**config.mk**
```make
export PLATFORM = sky130hd
export DESIGN_NAME = switch_boot_strap_and_reset_ctl
export DESIGN_NICKNAME = d
export VERILOG_FILES = /design/src/hw/boot_strap_pkg.sv /design/src/hw/switch_boot_strap_and_reset_ctl.sv
export VERILOG_INCLUDE_DIRS = /design/src /design/src/hw
export SDC_FILE = /design/constraint.sdc
export NUM_CORES = 1
export LEC_CHECK = 0
export BUFFER_PORTS_ARGS = -buffer_cell sky130_fd_sc_hd__buf_2
export CAP_MARGIN = 40
export CORE_MARGIN = 10
export CORE_UTILIZATION = 55
export DETAILED_ROUTE_END_ITERATION = 7
export PLACE_DENSITY_LB_ADDON = 0.3
export SYNTH_ARGS = -nofsm -noshare
export SYNTH_HDL_FRONTEND = slang
export SYNTH_SLANG_ARGS = --single-unit
```
**constraint.sdc**
```tcl
create_clock -name SYS_CLK -period 5.58 [get_ports SYS_CLK]
set_input_delay 0 -clock SYS_CLK [delete_from_list [all_inputs] [get_ports SYS_CLK]]
set_output_delay 0 -clock SYS_CLK [all_outputs]
set_load 0.02 [all_outputs]
```
**src/hw/boot_strap_regs.svh**
```systemverilog
// Register offsets, field positions and reset values of the boot strap and reset control block.
`ifndef BOOT_STRAP_REGS_SVH
`define BOOT_STRAP_REGS_SVH

// =============================================================
// Register offsets
`define OFS_SWITCH_CTL 8'h00
`define OFS_PIN_FUNC   8'h04
`define OFS_PIN_DRIVE  8'h08
`define OFS_PIN_LEVEL  8'h0C
`define OFS_RED_EN     8'h10
`define OFS_RED_STATUS 8'h14
`define OFS_STRAPS     8'h18

// =============================================================
// Field positions
`define BIT_HOLD    0
`define POS_DRV_OUT 0
`define POS_DRV_OE  4
`define POS_ST_OP   0
`define POS_ST_CLK  4
`define POS_ST_FSEL 6
`define POS_ST_STK  7
`define POS_ST_HOLD 11
`define POS_ST_RESV 12

// =============================================================
// Pin function codes and reset values
`define FUNC_GPIO      2'h0
`define FUNC_ALT1      2'h1
`define FUNC_ALT2      2'h2
`define RST_PIN_FUNC   6'h00
`define RST_PIN_DRIVE  8'h00
`define RST_RED_EN     3'h0
`define REFCLK_SEL_125 1'h1

`endif

```
**src/hw/boot_strap_pkg.sv**
```systemverilog
// Types shared by the boot strap and reset control block.
package boot_strap_pkg;

  typedef enum logic [1:0] {
    ST_RESET,
    ST_QUASI,
    ST_RUN
  } state_t;

  typedef enum logic [2:0] {
    PART_SINGLE,
    PART_SINGLE_LOW_LAT,
    PART_MULTI_UNATTACHED,
    PART_MULTI_DISABLED,
    PART_RESERVED
  } partition_t;

  typedef enum logic [1:0] {
    INIT_NONE,
    INIT_EEPROM,
    INIT_JUMP0,
    INIT_JUMP1
  } init_t;

endpackage

```
**src/hw/switch_boot_strap_and_reset_ctl.sv**
```systemverilog
// Boot strap capture, quasi-reset control and multipurpose pins 6 to 8.
// Contract
// - Pins run as GPIO or two alternates.
// - Pin change signals redundancy event when enabled.
// - Pin 6 is redundancy input 1 or 3.
// - Pin 7 redundancy 2 or port8 link-up out.
// - Pin 8 first alternate takes expander interrupt.
// - Pin 8 second alternate drives link-active out.
// - Four stack straps, each configures its stack.
// - Two-bit strap selects port clocking mode.
// - Frequency strap selects 100 or 125 MHz.
// - Fundamental reset low resets all logic.
// - Hold strap at reset enters quasi-reset.
// - Registers accessible while in quasi-reset.
// - Clearing hold bit starts normal operation.
// - Modes 0-3 are single partition variants.
// - Modes 4-7 reserved, not to be strapped.
// - Modes 8-9 single partition reduced latency.
// - Modes A-D multi-partition unattached variants.
// - Modes E-F multi-partition disabled variants.
`include "boot_strap_regs.svh"
`timescale 1ns/1ps
`default_nettype none

module switch_boot_strap_and_reset_ctl (
  // Clock and reset
  input  wire logic                        SYS_CLK,
  input  wire logic                        RESET,
  // Board reset and straps
  input  wire logic                        FUNDAMENTAL_RESET_N,
  input  wire logic                        RESET_HOLD_STRAP,
  input  wire logic [3:0]                  SWITCH_OP_STRAP,
  input  wire logic [1:0]                  PORT_CLOCKING_STRAP,
  input  wire logic                        REFCLK_FREQ_STRAP,
  input  wire logic                        STACK0_CFG_STRAP,
  input  wire logic                        STACK1_CFG_STRAP,
  input  wire logic                        STACK2_CFG_STRAP,
  input  wire logic                        STACK3_CFG_STRAP,
  // Multipurpose pins 6, 7 and 8 at bits 0, 1 and 2
  input  wire logic [2:0]                  GPIO_PIN_IN,
  output logic      [2:0]                  GPIO_PIN_OUT,
  output logic      [2:0]                  GPIO_PIN_OE,
  // Port 8 link status from the port logic
  input  wire logic                        PORT8_LINK_UP,
  input  wire logic                        PORT8_LINK_ACTIVE,
  // Register port
  input  wire logic [7:0]                  REG_ADDR,
  input  wire logic [31:0]                 REG_WDATA,
  input  wire logic                        REG_WR,
  input  wire logic                        REG_RD,
  output logic      [31:0]                 REG_RDATA,
  // Operating state and configuration to the core
  output logic                             QUASI_RESET,
  output logic                             CORE_RUN,
  output logic                             SMBUS_ENABLE,
  output var boot_strap_pkg::partition_t   PARTITION_MODE,
  output var boot_strap_pkg::init_t        INIT_MODE,
  output logic                             I2C_RESET_EN,
  output logic                             MODE_RESERVED,
  output logic                             REFCLK_IS_125,
  output logic      [1:0]                  PORT_CLOCKING_MODE,
  output logic      [3:0]                  STACK_CFG,
  // Events
  output logic      [2:0]                  REDUNDANCY_EVENT,
  output logic                             EXPANDER_IRQ_REQ
);

  // =============================================================
  // Pin synchronisers
  logic [15:0] sync1_reg;
  logic [15:0] sync2_reg;
  wire  [15:0] pins_w = {FUNDAMENTAL_RESET_N, RESET_HOLD_STRAP,
                         SWITCH_OP_STRAP, PORT_CLOCKING_STRAP,
                         REFCLK_FREQ_STRAP, STACK3_CFG_STRAP,
                         STACK2_CFG_STRAP, STACK1_CFG_STRAP,
                         STACK0_CFG_STRAP, GPIO_PIN_IN};

  always_ff @(posedge SYS_CLK or posedge RESET) begin
    if (RESET) begin
      sync1_reg <= 16'h0000;
      sync2_reg <= 16'h0000;
    end else begin
      sync1_reg <= pins_w;
      sync2_reg <= sync1_reg;
    end
  end

  wire       fund_sync_w = sync2_reg[15];
  wire       hold_sync_w = sync2_reg[14];
  wire [3:0] op_sync_w   = sync2_reg[13:10];
  wire [1:0] clk_sync_w  = sync2_reg[9:8];
  wire       fsel_sync_w = sync2_reg[7];
  wire [3:0] stk_sync_w  = sync2_reg[6:3];
  wire [2:0] pin_sync_w  = sync2_reg[2:0];

  // A synchronised low on the fundamental reset clears all state.
  wire in_reset_w = ~fund_sync_w;

  // =============================================================
  // Operating state
  boot_strap_pkg::state_t state_reg;
  boot_strap_pkg::state_t state_next;
  logic                   ctl_hold_reg;

  wire reg_ok_w   = (state_reg != boot_strap_pkg::ST_RESET);
  wire wr_w       = REG_WR && reg_ok_w;
  wire wr_ctl_w   = wr_w && (REG_ADDR == `OFS_SWITCH_CTL);
  wire wr_func_w  = wr_w && (REG_ADDR == `OFS_PIN_FUNC);
  wire wr_drive_w = wr_w && (REG_ADDR == `OFS_PIN_DRIVE);
  wire wr_en_w    = wr_w && (REG_ADDR == `OFS_RED_EN);
  wire wr_stat_w  = wr_w && (REG_ADDR == `OFS_RED_STATUS);
  wire hold_clr_w = wr_ctl_w && !REG_WDATA[`BIT_HOLD];
  wire release_w  = (state_reg == boot_strap_pkg::ST_RESET);

  // Leaving reset, the hold strap decides between quasi-reset and run.
  assign state_next =
    release_w ? (hold_sync_w ? boot_strap_pkg::ST_QUASI
                             : boot_strap_pkg::ST_RUN) :
    ((state_reg == boot_strap_pkg::ST_QUASI) && hold_clr_w) ?
      boot_strap_pkg::ST_RUN : state_reg;

  // The hold bit can only be cleared by software; setting it again has
  // no effect, so a running switch never drops back to quasi-reset.
  always_ff @(posedge SYS_CLK or posedge RESET) begin
    if (RESET) begin
      state_reg    <= boot_strap_pkg::ST_RESET;
      ctl_hold_reg <= 1'b0;
    end else if (in_reset_w) begin
      state_reg    <= boot_strap_pkg::ST_RESET;
      ctl_hold_reg <= 1'b0;
    end else begin
      state_reg    <= state_next;
      ctl_hold_reg <= release_w ? hold_sync_w
                    : (hold_clr_w ? 1'b0 : ctl_hold_reg);
    end
  end

  // =============================================================
  // Strap capture
  logic [3:0] op_cap_reg;
  logic [1:0] clk_cap_reg;
  logic       fsel_cap_reg;
  logic [3:0] stk_cap_reg;
  logic       hold_cap_reg;

  // Sampled once at release so later strap motion cannot disturb the mode.
  always_ff @(posedge SYS_CLK or posedge RESET) begin
    if (RESET) begin
      {op_cap_reg, clk_cap_reg, fsel_cap_reg, stk_cap_reg, hold_cap_reg} <= 12'h000;
    end else if (in_reset_w) begin
      {op_cap_reg, clk_cap_reg, fsel_cap_reg, stk_cap_reg, hold_cap_reg} <= 12'h000;
    end else if (release_w) begin
      {op_cap_reg, clk_cap_reg, fsel_cap_reg, stk_cap_reg, hold_cap_reg} <=
        {op_sync_w, clk_sync_w, fsel_sync_w, stk_sync_w, hold_sync_w};
    end
  end

  // =============================================================
  // Switch mode decode
  wire op_resv_w = (op_cap_reg[3:2] == 2'h1);

  boot_strap_pkg::partition_t part_w;
  boot_strap_pkg::init_t      init_w;

  assign part_w =
    !op_cap_reg[3]              ? (op_resv_w ? boot_strap_pkg::PART_RESERVED
                                             : boot_strap_pkg::PART_SINGLE) :
    (op_cap_reg[3:1] == 3'h4)   ? boot_strap_pkg::PART_SINGLE_LOW_LAT :
    (op_cap_reg[3:1] == 3'h7)   ? boot_strap_pkg::PART_MULTI_DISABLED :
                                  boot_strap_pkg::PART_MULTI_UNATTACHED;

  assign init_w =
    op_resv_w                   ? boot_strap_pkg::INIT_NONE :
    (op_cap_reg == 4'h2)        ? boot_strap_pkg::INIT_JUMP0 :
    (op_cap_reg == 4'h3)        ? boot_strap_pkg::INIT_JUMP1 :
    (op_cap_reg[3:1] == 3'h5)   ? boot_strap_pkg::INIT_NONE :
    (op_cap_reg[3:1] == 3'h6)   ? boot_strap_pkg::INIT_EEPROM :
    op_cap_reg[0]               ? boot_strap_pkg::INIT_EEPROM :
                                  boot_strap_pkg::INIT_NONE;

  wire i2c_rst_w = (op_cap_reg == 4'hB) || (op_cap_reg == 4'hD);

  // =============================================================
  // Software registers
  logic [5:0] func_reg;
  logic [7:0] drive_reg;
  logic [2:0] red_en_reg;
  logic [2:0] red_stat_reg;
  logic [2:0] red_prev_reg;

  always_ff @(posedge SYS_CLK or posedge RESET) begin
    if (RESET) begin
      {func_reg, drive_reg, red_en_reg} <= {`RST_PIN_FUNC, `RST_PIN_DRIVE, `RST_RED_EN};
    end else if (in_reset_w) begin
      {func_reg, drive_reg, red_en_reg} <= {`RST_PIN_FUNC, `RST_PIN_DRIVE, `RST_RED_EN};
    end else begin
      func_reg   <= wr_func_w  ? REG_WDATA[5:0] : func_reg;
      drive_reg  <= wr_drive_w ? REG_WDATA[7:0] : drive_reg;
      red_en_reg <= wr_en_w    ? REG_WDATA[2:0] : red_en_reg;
    end
  end

  // =============================================================
  // Pin function select
  logic [2:0][1:0] fsel_w;
  logic [2:0]      alt1_w;
  logic [2:0]      alt2_w;
  logic [2:0]      gpio_w;

  for (genvar i = 0; i < 3; i++) begin : g_fsel
    assign fsel_w[i] = func_reg[2*i +: 2];
    assign alt1_w[i] = (fsel_w[i] == `FUNC_ALT1);
    assign alt2_w[i] = (fsel_w[i] == `FUNC_ALT2);
    // The unused fourth code falls back to plain GPIO.
    assign gpio_w[i] = !alt1_w[i] && !alt2_w[i];
  end

  wire [2:0] drv_out_w = drive_reg[`POS_DRV_OUT +: 3];
  wire [2:0] drv_oe_w  = drive_reg[`POS_DRV_OE +: 3];

  // Alternates that are inputs leave the pin undriven.
  wire [2:0] out_next = {
    alt2_w[2] ? !PORT8_LINK_ACTIVE : (gpio_w[2] & drv_out_w[2]),
    alt2_w[1] ? !PORT8_LINK_UP     : (gpio_w[1] & drv_out_w[1]),
    gpio_w[0] & drv_out_w[0]};
  wire [2:0] oe_next = (gpio_w & drv_oe_w) | {alt2_w[2], alt2_w[1], 1'b0};

  // =============================================================
  // Redundancy event detection
  wire [2:0] red_src_w   = {pin_sync_w[0], pin_sync_w[1], pin_sync_w[0]};
  wire [2:0] red_route_w = {alt2_w[0], alt1_w[1], alt1_w[0]};
  // The previous level tracks the pin even when unrouted, so changing the
  // function select never fakes an edge.
  wire [2:0] red_evt_w   = red_route_w & red_en_reg
                         & (red_src_w ^ red_prev_reg);
  wire [2:0] red_clr_w   = wr_stat_w ? REG_WDATA[2:0] : 3'h0;

  // =============================================================
  // Read path
  wire [31:0] rd_mux_w =
    (REG_ADDR == `OFS_SWITCH_CTL) ? {31'h0, ctl_hold_reg} :
    (REG_ADDR == `OFS_PIN_FUNC)   ? {26'h0, func_reg} :
    (REG_ADDR == `OFS_PIN_DRIVE)  ? {24'h0, drive_reg} :
    (REG_ADDR == `OFS_PIN_LEVEL)  ? {29'h0, pin_sync_w} :
    (REG_ADDR == `OFS_RED_EN)     ? {29'h0, red_en_reg} :
    (REG_ADDR == `OFS_RED_STATUS) ? {29'h0, red_stat_reg} :
    (REG_ADDR == `OFS_STRAPS)     ? {19'h0, op_resv_w, hold_cap_reg, stk_cap_reg,
                                     fsel_cap_reg, clk_cap_reg, op_cap_reg} :
                                    32'h0000_0000;

  always_ff @(posedge SYS_CLK or posedge RESET) begin
    if (RESET) begin
      REG_RDATA <= 32'h0000_0000;
    end else begin
      REG_RDATA <= (REG_RD && reg_ok_w) ? rd_mux_w : 32'h0000_0000;
    end
  end

  // =============================================================
  // Registered outputs
  always_ff @(posedge SYS_CLK or posedge RESET) begin
    if (RESET) begin
      GPIO_PIN_OUT     <= 3'h0;
      GPIO_PIN_OE      <= 3'h0;
      REDUNDANCY_EVENT <= 3'h0;
      EXPANDER_IRQ_REQ <= 1'b0;
      QUASI_RESET      <= 1'b0;
      CORE_RUN         <= 1'b0;
      SMBUS_ENABLE     <= 1'b0;
      red_prev_reg     <= 3'h0;
      red_stat_reg     <= 3'h0;
    end else if (in_reset_w) begin
      GPIO_PIN_OUT     <= 3'h0;
      GPIO_PIN_OE      <= 3'h0;
      REDUNDANCY_EVENT <= 3'h0;
      EXPANDER_IRQ_REQ <= 1'b0;
      QUASI_RESET      <= 1'b0;
      CORE_RUN         <= 1'b0;
      SMBUS_ENABLE     <= 1'b0;
      red_prev_reg     <= 3'h0;
      red_stat_reg     <= 3'h0;
    end else begin
      GPIO_PIN_OUT     <= out_next;
      GPIO_PIN_OE      <= oe_next;
      REDUNDANCY_EVENT <= red_evt_w;
      EXPANDER_IRQ_REQ <= alt1_w[2] && !pin_sync_w[2];
      QUASI_RESET      <= (state_next == boot_strap_pkg::ST_QUASI);
      CORE_RUN         <= (state_next == boot_strap_pkg::ST_RUN);
      SMBUS_ENABLE     <= (state_next != boot_strap_pkg::ST_RESET);
      red_prev_reg     <= red_src_w;
      red_stat_reg     <= (red_stat_reg & ~red_clr_w) | red_evt_w;
    end
  end

  always_ff @(posedge SYS_CLK or posedge RESET) begin
    if (RESET) begin
      PARTITION_MODE     <= boot_strap_pkg::PART_SINGLE;
      INIT_MODE          <= boot_strap_pkg::INIT_NONE;
      I2C_RESET_EN       <= 1'b0;
      MODE_RESERVED      <= 1'b0;
      REFCLK_IS_125      <= 1'b0;
      PORT_CLOCKING_MODE <= 2'h0;
      STACK_CFG          <= 4'h0;
    end else begin
      PARTITION_MODE     <= part_w;
      INIT_MODE          <= init_w;
      I2C_RESET_EN       <= i2c_rst_w;
      MODE_RESERVED      <= op_resv_w;
      REFCLK_IS_125      <= (fsel_cap_reg == `REFCLK_SEL_125);
      PORT_CLOCKING_MODE <= clk_cap_reg;
      STACK_CFG          <= stk_cap_reg;
    end
  end
endmodule

`default_nettype wire

```
==> flow_summary.ini, run 1 <==
[run_status]
status = complete, no violations

[logic_synthesis]
synth_cell_types = 43
yosys-top-cells-area = dfrtp_1, mux2i_1, nand2_1, buf_4, a21oi_1
synthArstFlopShare_pct = 100.0
yosys.area.top_type = dfrtp_1
synth-seq-cells = 109
synthesis.area_mm2 = 0.004243
synth_seq_area_share_pct = 64.29
netlist_instances = 358
synth.top_cell.area_share_pct = 64.29
yosysWarnings = 0
synth_flop_cell = dfrtp_1
synth_area_per_cell_um2 = 11.85
synth-edff-count = 0

[placed_design]
gp_congestion = 0.8492
dpl.hpwl_mm = 6.531
io_buffers = 77
postPlaceCellArea_mm2 = 0.004644
post-place-ws_ps = 3671

[pwr]
power_frac_comb_pct = 10.4
power.switching_mw = 0.3791
static-leakage-power_nw = 2.593
swShare_pct = 26.69
powerDensity_mw_per_mm2 = 278.5
cell_internal_pwr_mw = 1.041
seq_power_share_pct = 59.0
max-vdd-ir-drop_uv = 185.3
clkPwrFrac_pct = 30.6

[clock_tree]
clockRootBuffer = clkbuf_8
clock_latency_ps = 370
cts_setup_buffers = 0
clkTransAtPathRegs_ps = 100
cts_htree_levels = 3
cts_tree = yes
cts_buffer_depth = 2
post_cts_resized = 0
clock-sinks = 109
ctsHoldBuffers = 27
numCtsBuffers = 9

[critical_path]
end_kind = flop
worstRegToRegCells = 4
worst_setup_path_start_kind = flop
path_class = reg -> reg
crit_required_ps = 5870
crit_arrival_ps = 2280
crit_path_max_fanout = 18

[detailed_routing]
drtIter0Drc = 189
wl_mm = 9.464
post_drt_wl_per_cell_um = 16.84
routed_via_density = 5.084
dr.pass1.iters = 4
drc = 0
routed-via-count = 2857
ant_nets = 0

[global_routing]
grtUsageTotal_pct = 16.56
antenna_found_initial = 0
grt_overflow = 0
grt_pass1_vias = 3065
grt_max_degree = 53
grt_pass1_wl_mm = 15.06

[final_layout]
nFillCells = 525
diodes = 0
drive_gt1_share_pct = 23.33
final_area_mm2 = 0.005100
fin_util_pct = 69.20
layout.nets = 527
synthToLayoutAreaGrowth_pct = 20.20

[sta]
rsz0062_at_grt = no
maxSlewHeadroom_pct = 50.43
clock_skew_ps = 9.113
fmax_mhz = 501.5
tns_ps = 0
period_minus_slack_ps = 1994
timing.hold.ws_ps = 32.20
hold_viol = 0
finalSetupViolCount = 0
period_share_pct = 35.74
worst_pin_slew_ps = 742.8
fin_ws_ps = 3586
slew_viol_final = 0

[floorplan]
std_cell_rows = 31
fp.dieH_um = 107.8
core_area_mm2 = 0.007370
die-area_mm2 = 0.01163
die_x_um = 107.8
initial_core_util_pct = 57.57
io_pins = 121

[worst_hold_path]
hold_class = in -> reg
min_delay_path_depth = 3

[flow_run]
drv_cap = 0
==> per-stage QoR <==
step           total power [mW]  std cells
3_3_place_gp             0.9758        518
4_1_cts                   1.427        561
3_5_place_dp             0.9842        519
2_1_floorplan            0.9460        376
6_report                  1.420        562
5_1_grt                   1.481        562
==> final cells by class <==
| class | instances | area, um2 | area share (%) |
|---|---|---|---|
| clock buffers | 9 | 123.9 | 2.429 |
| clock inverters | 6 | 53.80 | 1.055 |
| inverters | 13 | 51.30 | 1.006 |
| multi-input cells | 218 | 1314 | 25.76 |
| flip-flops and latches | 109 | 2728 | 53.48 |
| well taps | 99 | 123.9 | 2.429 |
| repair buffers | 108 | 705.7 | 13.84 |
==> layout by cell type (no fill, tap or decap), types with 3 or more instances in the layout <==
master         count
dlygate4sd3_1     27
buf_4              3
and2_1             3
nor3_1             8
mux2i_1           25
inv_1             12
a21oi_1           16
buf_2             77
o211a_1            3
conb_1            19
dfrtp_1          109
clkbuf_8           9
ha_1               6
nor3b_1            4
nand2_1           65
nor2b_1            6
and3_1             8
o21ai_0            6
nor2_1            13
nor4_1             4
nand3_1            4
==> power by group through the flow <==
stage                     Sequential [mW]  Clock, mW  Combinational (mW)
after floorplan                     0.859          0              0.0868
after global placement              0.851          0               0.124
after detailed placement            0.853          0               0.131
after CTS                           0.838      0.443               0.146
after global routing                0.841      0.478               0.162
final                               0.838      0.435               0.148
==> cell usage after synthesis (2+ instances only) <==
library cell and count:
buf_4 20, clkbuf_1 13, nand2b_1 2, o211a_1 3
and3_1 8, and2_1 3, nor3b_1 4, o22ai_1 2
a221oi_1 2, mux2_2 2, dfrtp_1 109, inv_1 13
buf_2 2, a21oi_1 16, mux2i_1 25, o21ai_0 6
nor2b_1 6, nor2_1 13, nand3_1 4, nor3_1 8
xnor2_1 2, or2_2 2, nor4_1 4, ha_1 6
nand2_1 65
==> cells by family after synthesis <==
family,synth area share [%]
AO/OA/AOI/OAI,4.984
XOR/XNOR,0.6194
adder cells (fa/ha/maj),1.769
buffers and inverters,6.340
flip-flops,64.29
multiplexers,6.960
other,0.08838
AND/OR/NAND/NOR,14.95
==> critical path, stage by stage (launching register included) <==
cell and delay (ps):
dfrtp_1 410, or2_2 370, nand4_2 310, nor3b_4 550
mux2i_1 270
==> final timing paths <==
check	startpoint	end	slack [ps]
worst min register to register	sync1_reg[9]	sync2_reg[9]	350
worst min-delay path	REG_RD	REG_RDATA[0]	30
worst max-delay path	state_reg[0]	fsel_w[3]	3590
worst max register to register	state_reg[0]	fsel_w[3]	3590
max in group asynchronous	RESET	QUASI_RESET	4420
min in group asynchronous	RESET	sync1_reg[7]	180
==> routing by layer <==
| metal | routed length [um] | part of all wire [%] | vias up | track usage, % |
|---|---|---|---|---|
| met2 | 4689 | 50 | 108 | 28.14 |
| met1 | 3931 | 42 | 1385 | 19.44 |
| li1 | - | - | 1349 | - |
| met5 | 0 | 0 | - | 0 |
| met3 | 710 | 7.5 | 15 | 5.449 |
| met4 | 132 | 1.4 | 0 | 4.962 |
Power figures use the tool's default switching activity.
==> run 2: changes to the inputs <==
--- a/config.mk
+++ b/config.mk
@@ -6,10 +6,11 @@
 export SDC_FILE = /design/constraint.sdc
 export NUM_CORES = 1
 export LEC_CHECK = 0
+export ABC_AREA = 1
 export BUFFER_PORTS_ARGS = -buffer_cell sky130_fd_sc_hd__buf_2
 export CAP_MARGIN = 40
 export CORE_MARGIN = 10
-export CORE_UTILIZATION = 55
+export CORE_UTILIZATION = 52
 export DETAILED_ROUTE_END_ITERATION = 7
 export PLACE_DENSITY_LB_ADDON = 0.3
 export SYNTH_ARGS = -nofsm -noshare
==> constraint.sdc (replaced) <==
create_clock -name SYS_CLK -period 1.9 [get_ports SYS_CLK]
set_input_delay 0 -clock SYS_CLK [delete_from_list [all_inputs] [get_ports SYS_CLK]]
set_output_delay 0 -clock SYS_CLK [all_outputs]
set_load 0.02 [all_outputs]
==> run 2 against run 1 <==
Highest routed layer unchanged. Critical endpoint is now REG_RDATA[11]. Area after synthesis is 1.1% higher. Routed wire length fell by 4.3%. Combinational power grew to 3.8 times the previous value. Fmax rose by 28%. Sequential power grew to 3.0 times the previous value. Synthesized cell count grew 13%. Setup slack worse by 3200 ps. Count of clock-buffer cells in the layout stayed put. Via count increased by 5.9%. Largest cell class unchanged. Register-to-register slack lost 3200 ps. Sequential cell count did not move. First-iteration DRC count decreased by 30%.
==> flow_summary.ini, run 2 <==
[run_status]
status = complete, no violations

[detailed_routing]
wl_mm = 9.058
dr.pass1.iters = 4
routed-via-count = 3025
ant_nets = 0
drc = 0
post_drt_wl_per_cell_um = 14.54
routed_via_density = 4.856
drtIter0Drc = 133

[final_layout]
final_common_cell = dfrtp_1
nFillCells = 653
final_cells = 623
fin_util_pct = 64.34
layout.nets = 581
synthToLayoutAreaGrowth_pct = 21.99
diodes = 0
final_cell_mix = dfrtp_1, buf_2, nand2_1, inv_1, nor2_1
drive_gt1_share_pct = 26.06

[critical_path]
path_class = reg -> reg
worst_setup_path_start_kind = flop
reg2reg_slack_ps = 340
crit_required_ps = 2160
worstRegToRegCells = 6
end_kind = flop
r2r-start = state_reg[0]
crit_path_max_fanout = 5
rr_endpoint = REG_RDATA[11]
crit_arrival_ps = 1820

[clock_tree]
post_cts_resized = 0
cts_tree = yes
clock_latency_ps = 380
clock-sinks = 109
cts_htree_levels = 3
clkTransAtPathRegs_ps = 110
numCtsBuffers = 9
clockRootBuffer = clkbuf_8
cts_setup_buffers = 0
cts_buffer_depth = 2

[logic_synthesis]
synthTopCellsByCount = dfrtp_1, nand2_1, inv_1
post-synth-top-count-cell = dfrtp_1
synth-seq-cells = 109
synth-edff-count = 0
synth.top_cell.area_share_pct = 63.58
yosys.area.top_type = dfrtp_1
synth-compound-area-share_pct = 9.857
synth_flop_cell = dfrtp_1
netlist_instances = 403
synthXorXnorAreaFrac_pct = 0.4083
yosysWarnings = 0
synthArstFlopShare_pct = 100.0
synthesis.area_mm2 = 0.004290
synth_cell_types = 33
yosys.area_share.adder_pct = 1.750
synthMuxAreaShare_pct = 0
synth_area_per_cell_um2 = 10.65
synthSimpleGateAreaFrac_pct = 15.37
synth_seq_area_share_pct = 63.58
yosys-top-cells-area = dfrtp_1, nand2_1, inv_1, nand3_1, buf_4
synth_top_family_by_area = simple AND/OR/NAND/NOR gates

[placed_design]
place_inst = 579
dpl.hpwl_mm = 6.478
io_buffers = 77
gp_congestion = 0.8332
post-place-ws_ps = 374.3

[flow_run]
drv_cap = 0

[sta]
fin_ws_ps = 342.8
slew_viol_final = 0
rsz0062_at_grt = no
fmax_mhz = 642.2
maxSlewHeadroom_pct = 61.21
hold_viol = 0
tns_ps = 0
finalSetupViolCount = 0
worst_pin_slew_ps = 581.2
period_minus_slack_ps = 1557
period_share_pct = 81.96
clock_skew_ps = 9.182

[global_routing]
grt_pass1_vias = 2976
grtUsageTotal_pct = 14.77
grt_pass1_wl_mm = 14.81
grt_overflow = 0
antenna_found_initial = 0
grt_max_degree = 110

[pwr]
max-vdd-ir-drop_uv = 453.8
powerDensity_mw_per_mm2 = 873.1
static-leakage-power_nw = 2.775
p_total_mw = 4.570

[floorplan]
std_cell_rows = 33
die_x_um = 110.8
io_pins = 121
initial_core_util_pct = 52.75
fp.dieH_um = 110.8
die-area_mm2 = 0.01228
core_area_mm2 = 0.008134

[worst_hold_path]
min_delay_path_depth = 4
hp-start = REG_ADDR[3]
holdPathEnd = REG_RDATA[0]
hold_class = in -> reg
run 2: how the worst max path moves through the flow:
stage | end | depth (start not counted) | startpoint | slack (ps)
6_report | REG_RDATA[11] | 6 | state_reg[0] | 340
5_1_grt | drive_reg[4] | 5 | state_reg[0] | 210
4_1_cts | drive_reg[4] | 5 | state_reg[0] | 330
3_5_place_dp | drive_reg[4] | 5 | state_reg[1] | 370
3_3_place_gp | drive_reg[3] | 5 | state_reg[0] | 420
2_1_floorplan | CORE_RUN | 1 | RESET | 580
run 2: critical path, stage by stage (launching register included):
cell     delay [ps]
dfrtp_1         420
nor2_2          270
inv_1            80
nand2_1         190
inv_1           120
nand3_1         280
nor2_1           80
run 2: layout make-up:
type	instances	area (um2)	share of cell area, %
inverter	48	188.9	3.610
sequential	109	2728	52.12
multi-input combinational	235	1246	23.81
clock inverter	7	100.1	1.913
clock buffer	9	123.9	2.367
tap	105	131.4	2.510
timing repair buffer	110	715.7	13.67
run 2: cell families after synthesis:
logic type               count (synthesis)
AND/OR/NAND/NOR                        142
buffers and inverters                   77
other                                    1
flip-flops                             109
AO/OA/AOI/OAI                           66
adder cells (fa/ha/maj)                  6
XOR/XNOR                                 2
run 2: through the flow:
step	hold slack [ps]	instance area, um2
floorplan	31.43	4362
global placement	108.0	4730
detailed placement	109.6	4730
CTS	71.83	5234
global route	112.6	5234
finish	97.90	5234
run 2: power by group:
group	switching (mW)	total, mW	internal [mW]
Clock	0.840	1.49	0.654
Combinational	0.368	0.558	0.191
Sequential	0.0676	2.52	2.45
run 2: per-layer routing:
| metal | GRT usage, % | part of all wire, % |
|---|---|---|
| met4 | 6.510 | 2.4 |
| met5 | 0 | 0 |
| met3 | 3.517 | 5.1 |
| met1 | 18.42 | 43 |
| met2 | 23.82 | 49 |
run 2: repair_timing:
action                                 CTS  global route
endpoints found under the hold margin  145             0
setup endpoints to repair                0             0
hold buffers                            28             0
==> run 3: changes to the inputs <==
==> constraint.sdc (replaced) <==
create_clock -name SYS_CLK -period 1.6 [get_ports SYS_CLK]
set_input_delay 0 -clock SYS_CLK [delete_from_list [all_inputs] [get_ports SYS_CLK]]
set_output_delay 0 -clock SYS_CLK [all_outputs]
set_load 0.02 [all_outputs]
==> run 3 against run 2 <==
Routed wire length up 2.1%. Register-to-register slack worse by 180 ps. Clock power up 7%. Count of clock-buffer cells in the layout up 1. Via count down 0.86%. Sequential cell count unchanged. First-iteration DRC count down 11%. Sequential share of layout area down 0.099 points. Critical endpoint unchanged.
==> flow_summary.ini, run 3 (same netlist as run 2, synthesis figures left out) <==
[clock_tree]
numCtsBuffers = 9
clock_latency_ps = 380
cts_tree = yes
cts_htree_levels = 3
clockRootBuffer = clkbuf_8
clkTransAtPathRegs_ps = 100
clock-sinks = 109
cts_buffer_depth = 2

[critical_path]
worst_setup_path_start_kind = flop
path_depth = 6
slowest_delay_ps = 420
critical_path.startpoint = state_reg[0]
path_class = reg -> reg
crit_family = simple AND/OR/NAND/NOR gates
crit_chain = nor2_2 -> inv_1 -> nand2_1 -> inv_1 -> nand3_1 -> nor2_1
cp_common_cell = inv_1
slowest_stage = dfrtp_1
worstRegToRegCells = 6
crit_arrival_ps = 1700
crit_required_ps = 1860
end_kind = flop
r2r-start = state_reg[0]
crit_path_max_fanout = 5
critPathBufInv = 2

[detailed_routing]
dr.pass1.iters = 4
routed-via-count = 2999
drc = 0
post_drt_wl_per_cell_um = 14.73
wl_mm = 9.251
routed_via_density = 4.775
ant_nets = 0
drtIter0Drc = 118

[final_layout]
final_cells = 628
drive_gt1_share_pct = 26.82
synthToLayoutAreaGrowth_pct = 22.22
final_common_cell = dfrtp_1
layout.nets = 585
nFillCells = 650
final_cell_mix = dfrtp_1, buf_2, nand2_1, inv_1, nor2_1
final_area_mm2 = 0.005244

[run_status]
status = complete, no violations

[flow_run]
drv_cap = 0

[floorplan]
io_pins = 121
std_cell_rows = 33
die-area_mm2 = 0.01228
fp.dieH_um = 110.8
core_area_mm2 = 0.008134
initial_core_util_pct = 52.75
die_x_um = 110.8

[placed_design]
place_inst = 584
postPlaceCellArea_mm2 = 0.004780
gp_congestion = 0.8444
io_buffers = 77
dpl.hpwl_mm = 6.740

[pwr]
powerDensity_mw_per_mm2 = 1004
p_total_mw = 5.263
static-leakage-power_nw = 2.788
max-vdd-ir-drop_uv = 571.2

[global_routing]
grt_max_degree = 110
grt_overflow = 0
grt_pass1_vias = 3171
grt_pass1_wl_mm = 15.77
grtUsageTotal_pct = 15.65
antenna_found_initial = 1

[sta]
maxSlewHeadroom_pct = 62.85
rsz0062_at_grt = no
tns_ps = 0
period_share_pct = 90.11
worst_pin_slew_ps = 557.3
clock_skew_ps = 6.675
period_minus_slack_ps = 1442
finalSetupViolCount = 0
slew_viol_final = 0
hold_viol = 0
fmax_mhz = 693.6

[worst_hold_path]
min_delay_path_depth = 4
hold_class = in -> reg
hp-start = REG_RD
-- run 3: cell count changes in the layout (fill, tap and decap cells not counted) --
cell           delta
clkinv_2          +1
inv_8             +1
buf_12            +1
bufinv_16         -1
dlygate4sd3_1     -1
clkinv_4          +2
clkbuf_8          +1
buf_4             +4
clkinv_8          -2
diode_2           +1
inv_6             -2
-- run 3: worst paths after layout --
kind / to / slack, ps
min: REG_RDATA[6] / 10
min reg2reg: sync2_reg[9] / 360
max: REG_RDATA[11] / 160
max in group asynchronous: sync1_reg[15] / 860
max reg2reg: REG_RDATA[11] / 160
min in group asynchronous: REG_RDATA[9] / 310
-- run 3: layer usage --
layer	vias to the layer above	share of wire [%]	track usage, %	wire length (um)
li1	1480	-	-	-
met1	1422	42	19.11	3929
met2	84	50	25.59	4630
met3	13	5.2	4.221	484
met4	0	2.2	6.424	206
met5	-	0	0	0
-- run 3: timing repair --
action	CTS	global route
setup buffers	0	0
endpoints found under the setup margin	0	0
hold buffers	27	0
hold endpoints to repair	144	0
resized for setup	0	0
-- run 3: worst min-delay path: stages --
cell and delay (ps):
buf_2 110, nand2_1 80, buf_4 130, a21oi_1 40
-- run 3: layout make-up --
| cell class | instances | area (um2) | area share (%) |
|---|---|---|---|
| Clock buffer | 10 | 137.6 | 2.625 |
| Multi-Input combinational cell | 235 | 1246 | 23.77 |
| Inverter | 48 | 188.9 | 3.603 |
| Timing Repair Buffer | 114 | 755.7 | 14.41 |
| Clock inverter | 6 | 53.80 | 1.026 |
| Sequential cell | 109 | 2728 | 52.02 |
| Antenna cell | 1 | 2.502 | 0.04772 |
| Tap cell | 105 | 131.4 | 2.505 |
-- run 3: per-stage QoR --
step	util, %	setup slack (ps)	hold WS (ps)
after floorplan	-	280.0	31.43
after global routing	64.47	20.44	31.96
final	64.47	158.3	12.76
after CTS	64.44	148.7	5.634
after detailed placement	58.76	164.5	109.6
after global placement	58.76	216.8	108.1
-- run 3: power breakdown --
group	switching (mW)	internal, mW
sequential	0.0810	2.91
clock	0.960	0.639
combinational	0.438	0.237
